### src/dma_ctrl_defines.svh
// Register indices, field positions and reset values of the DMA control block.
// Included by the design; holds definitions only.
`ifndef DMA_CTRL_DEFINES_SVH
`define DMA_CTRL_DEFINES_SVH

// Register indices; the APB byte address is four times the index.
`define IDX_GLOBAL_CONFIG_STATUS  6'h00
`define IDX_GLOBAL_IRQ_SUMMARY    6'h01
`define IDX_CHANNEL_BASE          6'h04
`define IDX_CHANNEL_STRIDE        6'h04
`define SUB_CHANNEL_CONFIG        2'h0
`define SUB_CHANNEL_STATUS        2'h1
`define SUB_CHANNEL_COUNT         2'h2

// Global register fields.
`define GCS_ON_BIT                0
`define GCS_ACTIVE_BIT            1
`define GCS_WAIT_LSB              2
`define GCS_WAIT_MSB              7
`define GCS_RESET                 8'hfc

// Channel configuration fields.
`define CFG_EN_BIT                0
`define CFG_ALL_DONE_IE_BIT       1
`define CFG_HALF_DONE_IE_BIT      2
`define CFG_DIR_BIT               3
`define CFG_WRAP_BIT              4
`define CFG_STEP_UP_BIT           5
`define CFG_MEM_BIT               6
`define CFG_RESET                 8'h00
`define MEM_CHANNEL               2'h3

// Channel status and priority fields.
`define SPR_ALL_DONE_BIT          1
`define SPR_HALF_DONE_BIT         2
`define SPR_WIDE_BIT              3
`define SPR_PRIO_LSB              4
`define SPR_PRIO_MSB              5
`define SPR_WAITING_BIT           6
`define SPR_BUSY_BIT              7
`define SPR_RESET                 8'h00
`define COUNT_RESET               8'h00
`define PRIO_VERY_HIGH            2'h3

`endif

### src/dma_ctrl_pkg.sv
// Types shared by the DMA control block.
// Assumes nothing of its surroundings.
`default_nettype none
package dma_ctrl_pkg;
	typedef enum logic [0:0] {
		ST_IDLE,
		ST_MOVE
	} engine_state_t;
endpackage : dma_ctrl_pkg
`default_nettype wire

### src/dma_channel_control_status.sv
// Control, status and arbitration logic of a four-channel DMA controller.
// Assumes an APB master, peripheral request lines synchronous to clk_sys_i and a bus
// arbiter that grants one item per granted cycle.
// What this block does
// - Half and all done flags, gated by enables, form interrupts; wake only outside halt.
// - Flags clear by writing 0 even while enabled; clear beats a same-cycle set.
// - All done rises when the programmed transaction ends, regardless of peripheral.
// - Idle wait field sets cycles after last request before high-priority bus request.
// - Idle wait zero asks high-priority access immediately after a served request.
// - Idle wait field ignores writes while global on and global active are set.
// - Global active is read-only, the OR of all channel busy flags.
// - Global on zero disables all channels; otherwise each channel enable decides.
// - Summary register bit per channel is set while either channel flag is set.
// - Channel config ignores writes while enabled with global on, or while busy.
// - Memory-to-memory select exists only on channel 3; elsewhere reads zero.
// - Config bit 5 steps memory pointer up or down; peripheral pointer never moves.
// - In memory-to-memory mode source always steps up; destination follows bit 5.
// - Wrap reload restores programmed count at end, never in memory-to-memory mode.
// - Direction bit selects peripheral-to-memory or reverse; ignored in memory mode.
// - Count reaching zero leaves channel enabled; disabling keeps pointers unchanged.
// - Status bit 7 shows busy, bit 6 shows a waiting request.
// - Priority field ranks channels; very high also outranks the CPU.
// - Priority and width bits ignore writes while enabled with global on, or busy.
// - Status bit 3 selects byte or 16-bit items; a 16-bit item moves whole.
// - Count is writable only while disabled; enabled, it shows items remaining.
// - Count stays zero after a non-reloaded end; requests at zero are not served.
`timescale 1ns/1ps
`default_nettype none
`include "dma_ctrl_defines.svh"

module dma_channel_control_status (
	input  wire logic        clk_sys_i,
	input  wire logic        rst_b_i,
	input  wire logic        psel_i,
	input  wire logic        penable_i,
	input  wire logic        pwrite_i,
	input  wire logic [7:0]  paddr_i,
	input  wire logic [31:0] pwdata_i,
	output logic      [31:0] prdata_o,
	output logic             pready_o,
	output logic             pslverr_o,
	input  wire logic [3:0]  periph_req_i,
	input  wire logic        bus_grant_i,
	input  wire logic        wait_mode_i,
	input  wire logic        halt_mode_i,
	output logic             bus_req_o,
	output logic             bus_high_prio_o,
	output logic             item_done_o,
	output logic      [1:0]  xfer_channel_o,
	output logic             xfer_to_periph_o,
	output logic             xfer_mem_to_mem_o,
	output logic             xfer_wide_o,
	output logic             mem0_step_up_o,
	output logic             mem1_step_up_o,
	output logic      [3:0]  channel_irq_o,
	output logic             wake_req_o
);

	// Register map seen by software, one 8-bit register in the low byte of each word.
	// Index 0 is the global configuration and status register, index 1 the read-only
	// summary. Each channel owns a group of four indices starting at index 4: first its
	// configuration, then its status and priority, then its remaining count. The fourth
	// index of every group is unmapped and answers with a slave error.
	// Protected fields never raise an error; a refused write is simply dropped, so that
	// software may rewrite a whole register while only the free fields change.

	// Reset values of the global fields, split out of the register's reset word.
	localparam logic [7:0] gcs_reset_word  = `GCS_RESET;
	localparam logic       global_on_reset = gcs_reset_word[`GCS_ON_BIT];
	localparam logic [5:0] idle_wait_reset = gcs_reset_word[`GCS_WAIT_MSB:`GCS_WAIT_LSB];

	// Index of the channel that wins among eligible ones; ties go to the lowest number.
	function automatic logic [1:0] pick_channel(input logic [3:0] elig,
	                                            input logic [7:0] prio);
		logic [1:0] best;
		logic [2:0] best_lvl;
		best     = 2'h0;
		best_lvl = 3'h0;
		for (int i = 0; i < 4; i++) begin
			if (elig[i] && ({1'b1, prio[2*i +: 2]} > best_lvl)) begin
				best     = 2'(i);
				best_lvl = {1'b1, prio[2*i +: 2]};
			end
		end
		return best;
	endfunction : pick_channel

	dma_ctrl_pkg::engine_state_t state;
	logic [1:0]  cur;
	logic        global_on;
	logic [5:0]  idle_wait_cycles;
	logic [5:0]  wait_cnt;
	logic [31:0] rdata;
	logic [31:0] next_rdata;

	wire  [3:0]      busy_v;
	wire  [3:0]      eligible_v;
	wire  [3:0]      flag_any_v;
	wire  [3:0][7:0] cfg_v;
	wire  [3:0][7:0] spr_v;
	wire  [3:0][7:0] count_v;
	wire  [7:0]      prio_v;

	wire       setup_ph   = psel_i && !penable_i;
	wire       access_wr  = psel_i && penable_i && pwrite_i;
	wire [5:0] reg_idx    = paddr_i[7:2];
	wire [5:0] ch_rel     = reg_idx - `IDX_CHANNEL_BASE;
	wire       ch_space   = (reg_idx >= `IDX_CHANNEL_BASE) &&
	                        (reg_idx < 6'(`IDX_CHANNEL_BASE + 4 * `IDX_CHANNEL_STRIDE));
	wire [1:0] ch_sel     = ch_rel[3:2];
	wire [1:0] ch_sub     = ch_rel[1:0];
	wire       hit_global = reg_idx == `IDX_GLOBAL_CONFIG_STATUS;
	wire       hit_sum    = reg_idx == `IDX_GLOBAL_IRQ_SUMMARY;
	wire       hit_ch     = ch_space && (ch_sub <= `SUB_CHANNEL_COUNT);
	wire       mapped     = hit_global || hit_sum || hit_ch;
	wire       global_active = |busy_v;
	wire       any_elig   = |eligible_v;
	wire       moving     = state == dma_ctrl_pkg::ST_MOVE;
	wire       item_done  = moving && bus_grant_i;
	wire       wait_over  = wait_cnt >= idle_wait_cycles;

	// The slave never stretches a transfer: every register is a plain flip-flop, so the
	// access phase always completes in its first cycle. Read data is captured one edge
	// earlier, in the setup cycle, which keeps the read path registered at the cost of
	// not seeing a flag that sets during the access cycle itself.

	assign pready_o  = 1'b1;
	assign pslverr_o = psel_i && penable_i && !mapped;
	assign prdata_o  = rdata;
	assign prio_v    = {spr_v[3][5:4], spr_v[2][5:4], spr_v[1][5:4], spr_v[0][5:4]};

	// A channel with very high priority outranks the CPU at once; others wait out the idle time.
	assign bus_req_o       = moving;
	assign bus_high_prio_o = moving &&
	                         (wait_over || (prio_v[2*cur +: 2] == `PRIO_VERY_HIGH));
	assign item_done_o     = item_done;

	// Wake-up follows the enabled flags only; it is a level, so the core sees it until
	// software clears the flag that caused it.
	// Wake-up is suppressed in halt modes; transfers go on there, as the engine ignores halt_mode_i.
	assign wake_req_o = (|channel_irq_o) && wait_mode_i && !halt_mode_i;

	// One slice per channel. Each slice keeps its configuration, priority, width,
	// flags, waiting request and counts, and reports them to the shared read mux and
	// arbiter through the packed vectors above.
	// A channel counts as on only while both the global and its own enable are set;
	// its configuration, priority and width are frozen while it is on or busy, so that
	// an item in flight never sees its qualifiers change underneath it.
	// The remaining count is frozen by the on state alone, which lets software reload
	// it between transactions without first waiting for the engine to go idle.

	generate
		for (genvar c = 0; c < 4; c++) begin : gen_ch
			logic [7:0] cfg;
			logic [1:0] prio;
			logic       wide;
			logic       half_done_flag;
			logic       all_done_flag;
			logic       request_waiting;
			logic [7:0] remaining_count;
			logic [7:0] programmed;

			wire on        = global_on && cfg[`CFG_EN_BIT];
			wire mem       = (c == `MEM_CHANNEL) && cfg[`CFG_MEM_BIT];
			wire busy      = moving && (cur == 2'(c));
			wire locked    = on || busy;
			wire sel       = hit_ch && (ch_sel == 2'(c));
			wire wr_cfg    = access_wr && sel && (ch_sub == `SUB_CHANNEL_CONFIG);
			wire wr_spr    = access_wr && sel && (ch_sub == `SUB_CHANNEL_STATUS);
			wire wr_cnt    = access_wr && sel && (ch_sub == `SUB_CHANNEL_COUNT);
			wire done_here = item_done && (cur == 2'(c));
			wire [7:0] cnt_dec  = remaining_count - 8'h01;
			wire       last     = done_here && (cnt_dec == 8'h00);
			wire       reload   = cfg[`CFG_WRAP_BIT] && !mem;
			wire       set_half = done_here && (cnt_dec == {1'b0, programmed[7:1]});
			wire       clr_half = wr_spr && !pwdata_i[`SPR_HALF_DONE_BIT];
			wire       clr_all  = wr_spr && !pwdata_i[`SPR_ALL_DONE_BIT];
			wire [7:0] cfg_mask = (c == `MEM_CHANNEL) ? 8'h7f : 8'h3f;

			always_ff @(posedge clk_sys_i or negedge rst_b_i) begin
				if (!rst_b_i) begin
					cfg  <= `CFG_RESET;
					prio <= 2'h0;
					wide <= 1'b0;
				end else if (wr_cfg && !locked) begin
					cfg <= pwdata_i[7:0] & cfg_mask;
				end else if (wr_spr && !locked) begin
					prio <= pwdata_i[`SPR_PRIO_MSB:`SPR_PRIO_LSB];
					wide <= pwdata_i[`SPR_WIDE_BIT];
				end
			end

			// The flags are sticky: once set they stay until software writes a 0 to
			// them, even while the channel keeps running. Writing a 1 has no effect, so
			// a read-modify-write of the status register cannot clear a flag by chance.
			// A limitation: a flag event that coincides with the clear is lost, and
			// software must look at the count if it cannot afford to miss one.
			// Clear wins over a same-cycle set, as the flag semantics demand.
			always_ff @(posedge clk_sys_i or negedge rst_b_i) begin
				if (!rst_b_i) begin
					half_done_flag <= 1'b0;
					all_done_flag  <= 1'b0;
				end else begin
					half_done_flag <= clr_half ? 1'b0 : (half_done_flag || set_half);
					all_done_flag  <= clr_all ? 1'b0 : (all_done_flag || last);
				end
			end

			// Requests at zero count are dropped; memory mode needs no request.
			always_ff @(posedge clk_sys_i or negedge rst_b_i) begin
				if (!rst_b_i) begin
					request_waiting <= 1'b0;
				end else if (!on || mem || done_here) begin
					request_waiting <= 1'b0;
				end else if (periph_req_i[c] && (remaining_count != 8'h00)) begin
					request_waiting <= 1'b1;
				end
			end

			// The programmed value is kept apart from the running count so that a wrap
			// reload and the half point both refer to what software last wrote.
			// Reaching zero never clears the enable bit.
			always_ff @(posedge clk_sys_i or negedge rst_b_i) begin
				if (!rst_b_i) begin
					remaining_count <= `COUNT_RESET;
					programmed      <= `COUNT_RESET;
				end else if (wr_cnt && !on) begin
					remaining_count <= pwdata_i[7:0];
					programmed      <= pwdata_i[7:0];
				end else if (done_here) begin
					remaining_count <= (last && reload) ? programmed : cnt_dec;
				end
			end

			assign busy_v[c]     = busy;
			assign eligible_v[c] = on && (remaining_count != 8'h00) &&
			                       (request_waiting || mem);
			assign flag_any_v[c] = half_done_flag || all_done_flag;
			assign cfg_v[c]      = cfg;
			assign spr_v[c]      = {busy, request_waiting && !mem, prio, wide,
			                        half_done_flag, all_done_flag, 1'b0};
			assign count_v[c]    = remaining_count;
			assign channel_irq_o[c] = (half_done_flag && cfg[`CFG_HALF_DONE_IE_BIT]) ||
			                          (all_done_flag && cfg[`CFG_ALL_DONE_IE_BIT]);
		end
	endgenerate

	always_ff @(posedge clk_sys_i or negedge rst_b_i) begin
		if (!rst_b_i) begin
			global_on        <= global_on_reset;
			idle_wait_cycles <= idle_wait_reset;
		end else if (access_wr && hit_global) begin
			global_on <= pwdata_i[`GCS_ON_BIT];
			if (!(global_on && global_active)) begin
				idle_wait_cycles <= pwdata_i[`GCS_WAIT_MSB:`GCS_WAIT_LSB];
			end
		end
	end

	// The idle wait field tells how long the engine stays polite to the core after an
	// item. Until the counter reaches the field, the request goes out at normal priority;
	// after that it is raised to high priority. A field of zero makes every request
	// high priority at once. The counter saturates at the field instead of wrapping, so
	// a long pause never brings back the polite phase.
	// The idle counter restarts whenever a request is served.
	always_ff @(posedge clk_sys_i or negedge rst_b_i) begin
		if (!rst_b_i) begin
			wait_cnt <= 6'h00;
		end else if (item_done) begin
			wait_cnt <= 6'h00;
		end else if (!wait_over) begin
			wait_cnt <= wait_cnt + 6'h01;
		end
	end

	// The engine is a two-state loop. In the idle state it picks the best eligible
	// channel and latches its qualifiers; in the move state it holds the bus request
	// until the arbiter grants one cycle. Returning to idle after every item costs one
	// cycle per item but lets a higher-priority channel take over between items, which
	// keeps a long low-priority transaction from starving the others.
	// One item is moved per grant; the engine then returns to arbitration.
	always_ff @(posedge clk_sys_i or negedge rst_b_i) begin
		if (!rst_b_i) begin
			state <= dma_ctrl_pkg::ST_IDLE;
			cur   <= 2'h0;
		end else begin
			case (state)
				dma_ctrl_pkg::ST_IDLE: begin
					if (any_elig) begin
						state <= dma_ctrl_pkg::ST_MOVE;
						cur   <= pick_channel(eligible_v, prio_v);
					end
				end
				dma_ctrl_pkg::ST_MOVE: begin
					if (bus_grant_i) begin
						state <= dma_ctrl_pkg::ST_IDLE;
					end
				end
				default: begin
					state <= dma_ctrl_pkg::ST_IDLE;
				end
			endcase
		end
	end

	// Configuration of the channel that the arbiter would pick in this cycle; used
	// only at the selection edge, when the engine is idle.
	wire [7:0] pick_cfg = cfg_v[pick_channel(eligible_v, prio_v)];
	wire [7:0] pick_spr = spr_v[pick_channel(eligible_v, prio_v)];
	wire       pick_mem = pick_cfg[`CFG_MEM_BIT];

	// Transfer qualifiers are latched at channel selection and hold through the item.
	always_ff @(posedge clk_sys_i or negedge rst_b_i) begin
		if (!rst_b_i) begin
			xfer_channel_o    <= 2'h0;
			xfer_to_periph_o  <= 1'b0;
			xfer_mem_to_mem_o <= 1'b0;
			xfer_wide_o       <= 1'b0;
			mem0_step_up_o    <= 1'b0;
			mem1_step_up_o    <= 1'b0;
		end else if (!moving && any_elig) begin
			xfer_channel_o    <= pick_channel(eligible_v, prio_v);
			xfer_to_periph_o  <= pick_cfg[`CFG_DIR_BIT] && !pick_mem;
			xfer_mem_to_mem_o <= pick_mem;
			xfer_wide_o       <= pick_spr[`SPR_WIDE_BIT];
			mem0_step_up_o    <= pick_mem || pick_cfg[`CFG_STEP_UP_BIT];
			mem1_step_up_o    <= pick_cfg[`CFG_STEP_UP_BIT];
		end
	end

	// Read mux. Reserved bits and unmapped indices read as zero; the status register
	// hides the waiting bit in memory mode because no request is ever taken there.
	// The global active bit is computed, never stored, so it cannot disagree with the
	// busy bits of the channels.

	always_comb begin
		next_rdata = 32'h0000_0000;
		if (hit_global) begin
			next_rdata[7:0] = {idle_wait_cycles, global_active, global_on};
		end else if (hit_sum) begin
			next_rdata[3:0] = flag_any_v;
		end else if (hit_ch) begin
			case (ch_sub)
				`SUB_CHANNEL_CONFIG: next_rdata[7:0] = cfg_v[ch_sel];
				`SUB_CHANNEL_STATUS: next_rdata[7:0] = spr_v[ch_sel];
				default:             next_rdata[7:0] = count_v[ch_sel];
			endcase
		end
	end

	// Read data is sampled in the setup cycle so that it comes from a flip-flop.
	always_ff @(posedge clk_sys_i or negedge rst_b_i) begin
		if (!rst_b_i) begin
			rdata <= 32'h0000_0000;
		end else if (setup_ph && !pwrite_i) begin
			rdata <= next_rdata;
		end
	end

endmodule : dma_channel_control_status
`default_nettype wire

### config.mk
export PLATFORM = sky130hd
export DESIGN_NAME = dma_channel_control_status
export DESIGN_NICKNAME = d
export VERILOG_FILES = /design/src/dma_ctrl_pkg.sv /design/src/dma_channel_control_status.sv
export VERILOG_INCLUDE_DIRS = /design/src
export SDC_FILE = /design/constraint.sdc
export NUM_CORES = 1
export LEC_CHECK = 0
export ABC_CLOCK_PERIOD_IN_PS = 11900
export BUFFER_PORTS_ARGS = -buffer_cell sky130_fd_sc_hd__buf_4
export CORE_MARGIN = 2
export CORE_UTILIZATION = 60
export DETAILED_ROUTE_END_ITERATION = 8
export GPL_TIMING_DRIVEN = 0
export PLACE_DENSITY = 0.78
export SYNTH_ARGS = -nofsm -noshare
export SYNTH_HDL_FRONTEND = slang
export SYNTH_SLANG_ARGS = --single-unit
### constraint.sdc
create_clock -name clk_sys_i -period 11.9 [get_ports clk_sys_i]
set_input_delay 1.19 -clock clk_sys_i [delete_from_list [all_inputs] [get_ports clk_sys_i]]
set_output_delay 1.19 -clock clk_sys_i [all_outputs]
set_load 0.05 [all_outputs]
==> results.toml <==
[timing]
skew_ns = 0.00993
maxSlewHeadroom_pct = 17.1
rsz0062_at_grt = "false"
post-route-min-period_ns = 6.70
tns_ns = 0
clock.fmax_ghz = 0.149
setup_violations = 0
drv_slew = 0
fin_crit_sh_pct = 56.3
finalHoldViolCount = 0
hold_slack_ns = 0.504
tightest_slew_ns = 1.24

[routing]
route.detailed.drc = 0
vias = 8211
drt_pre_antenna_iters = 7
vias_per_cell = 6.46
drt_iter0_markers = 950
routed_wl_um = 27400
postRouteAntennaNets = 0
wl_per_cell_um = 21.6

[power]
p_per_area_nw_per_um2 = 140
p_leak_uw = 0.00486
peakVddDrop_mv = 0.133

[placement]
port_buffers = 48
gp_congestion = 0.970
dpl.hpwl_um = 19500

[synth]
yosysTopAreaCell = "dfrtp_1"
ys_seq_elements = 142
synth_area_um2 = 9170
ys_top_cells_by_area = "dfrtp_1, nand2_1, mux2_2"
yosys_most_used_dff = "dfrtp_1"
synth-edff-count = 0
async_flop_share_pct = 100
synth_top_area_share_pct = 37.1
seq_area_frac_synth_pct = 38.8
synthCells = 980
avgSynthCellArea_um2 = 9.36
synth_warnings = 0
yosysUniqueCellTypes = 81

[cts]
htreeDepth = 4
clkTransAtPathRegs_ns = 0.06
clock_latency_ns = 0.44
cts_buffer_depth = 2
cts_tree = "built"
post-cts-setup-buffers = 0
cts_resized = 0
postCtsHoldBufs = 0
numCtsBuffers = 17
clock_tree.root_cell = "clkbuf_16"
clock_sinks = 142

[flow_run]
maxCapViolCount = 0

[critical_path]
worstSetupEndpointType = "flop"
crit_path_frequent_cell = "ha_1"
path_class = "reg2reg"
critPathRequiredTime_ns = 12.21
arrival_ns = 7.01
worstPathCellList = "inv_1, ha_1, nor3b_1, a31oi_1, and2_1, ha_1, nand2_1, o21ai_0, a21boi_1, mux2_2, ha_1, nor2b_1, o21ai_0, o21ai_0, nand2_1, mux2_2, ha_1, a211oi_1, a21oi_1, o32ai_1, a31oi_1"
critical_path.max_fanout = 9
critPathLaunchType = "flop"
cpPeakStageDelay_ns = 0.62
slowest_stage = "a211oi_1"

[final_layout]
drive_gt1_share_pct = 18.6
nNetsFinal = 1153
area_delta_synth_final_pct = 14.8
antennaDiodeCount = 0

[global_route]
grt_pass1_wl_um = 42800
antenna_found_initial = 0
grt_use_total_pct = 34.6
overflow = 0
grt_max_degree = 100
grt_pass1_vias = 7704

[hold_path]
hold_class = "reg2reg"

[die]
ios = 101
rows = 45
die_h_um = 128
core_um2 = 15100
start_util_pct = 60.8
die_x_um = 128
die_area_um2 = 16300

[run_status]
outcome = "completed"
-- through the flow --
| step | std cells | utilization, % | setup slack, ns | area, µm² | power (µW) |
|---|---|---|---|---|---|
| 2_1_floorplan | 1003 | - | 6.55 | 9260 | 789 |
| 3_3_place_gp | 1239 | 65.3 | 5.52 | 9850 | 871 |
| 3_5_place_dp | 1240 | 65.5 | 5.46 | 9880 | 881 |
| 4_1_cts | 1272 | 69.8 | 5.39 | 10500 | 1470 |
| 5_1_grt | 1272 | 69.8 | 4.92 | 10500 | 1530 |
| 6_report | 1272 | 69.8 | 5.20 | 10500 | 1470 |
-- final timing paths --
check / cells past startpoint / slack, ns / start / endpoint
min in group asynchronous: 1 / 0.67 / rst_b_i / gen_ch[1].remaining_count[3]$_DFFE_PN0P_
worst min-delay path: 2 / 0.50 / gen_ch[2].programmed[0]$_DFFE_PN0P_ / gen_ch[2].programmed[0]$_DFFE_PN0P_
worst min register to register: 2 / 0.50 / gen_ch[2].programmed[0]$_DFFE_PN0P_ / gen_ch[2].programmed[0]$_DFFE_PN0P_
max in group asynchronous: 2 / 10.37 / rst_b_i / idle_wait_cycles[0]$_DFFE_PN1P_
worst max register to register: 21 / 5.20 / gen_ch[0].remaining_count[0]$_DFFE_PN0P_ / xfer_to_periph_o$_DFFE_PN0P_
worst max-delay path: 21 / 5.20 / gen_ch[0].remaining_count[0]$_DFFE_PN0P_ / xfer_to_periph_o$_DFFE_PN0P_
-- cells by family after synthesis --
logic type | share of synthesized area, %
AND/OR/NAND/NOR | 19.6
AO/OA/AOI/OAI | 13.9
flip-flops | 38.8
buffers and inverters | 6.74
multiplexers | 11.8
XOR/XNOR | 4.87
adder cells (fa/ha/maj) | 4.09
other | 0.0819
-- power breakdown --
| part | switching (µW) | internal, µW | leakage, µW |
|---|---|---|---|
| clock network | 212 | 372 | 0.000312 |
| logic | 185 | 122 | 0.00266 |
| registers | 52.1 | 526 | 0.00189 |
-- worst max-delay path, delay by kind of cell, from the launching register on --
family          cells  cell delay, ns
fa+ha+maj           4            1.06
flops               1            0.48
buf+inv             1            0.16
compound gates      9            2.66
simple gates        5            1.40
mux                 2            0.81
-- synth_stat cells (all sizes together) (11+ instances only) --
cell / n
a21oi: 50
a31oi: 20
buf: 38
clkbuf: 45
dfrtp: 136
ha: 30
inv: 35
mux2: 46
mux2i: 11
mux4: 20
nand2: 132
nand3: 34
nor2: 67
nor3: 20
nor4: 12
o211ai: 12
o21ai: 53
or3: 17
xnor2: 27
xor2: 24
-- layer usage --
| metal | part of all wire (%) | vias up | wire [µm] | global-route usage (%) |
|---|---|---|---|---|
| met5 | 0 | - | 0 | 0 |
| met4 | 4.3 | 0 | 1180 | 14.5 |
| li1 | - | 3652 | - | - |
| met1 | 42 | 3995 | 11400 | 47.6 |
| met2 | 45 | 469 | 12500 | 53.4 |
| met3 | 8.7 | 95 | 2380 | 7.45 |
-- registers in the layout (all words and copies together) (netlist names) --
register                flops
bus_req_o                   1
idle_wait_cycles            6
gen_ch.programmed          32
mem1_step_up_o              1
gen_ch.all_done_flag        4
gen_ch.prio                 8
xfer_wide_o                 1
xfer_channel_o              2
gen_ch.half_done_flag       4
xfer_to_periph_o            1
gen_ch.wide                 4
xfer_mem_to_mem_o           1
gen_ch.request_waiting      4
wait_cnt                    6
prdata_o                    8
mem0_step_up_o              1
gen_ch.cfg                 25
gen_ch.remaining_count     32
global_on                   1
-- layout make-up --
| class | count | area [µm²] |
|---|---|---|
| Tap cell | 188 | 235 |
| Sequential cell | 142 | 3560 |
| Buffer | 83 | 487 |
| Timing Repair Buffer | 49 | 392 |
| Multi-Input combinational cell | 743 | 5080 |
| Inverter | 35 | 131 |
| Fill cell | 1189 | 4560 |
| Clock buffer | 22 | 484 |
| Clock inverter | 10 | 159 |
-- layout by cell type (no fill, tap or decap), types with 10 or more instances in the layout --
cell type and instances:
a21oi_1 50, a31oi_1 20, and2_1 10, buf_4 72, clkbuf_1 41, clkbuf_16 17
conb_1 25, dfrtp_1 136, ha_1 30, inv_1 35, mux2_2 40, mux2i_1 11
mux4_2 19, nand2_1 132, nand3_1 34, nor2_1 64, nor3_1 18, nor4_1 12
o211ai_1 12, o21a_1 10, o21ai_0 52, or3_1 16, xnor2_1 27, xor2_1 24
No activity file was read; power rests on OpenSTA's default activity.
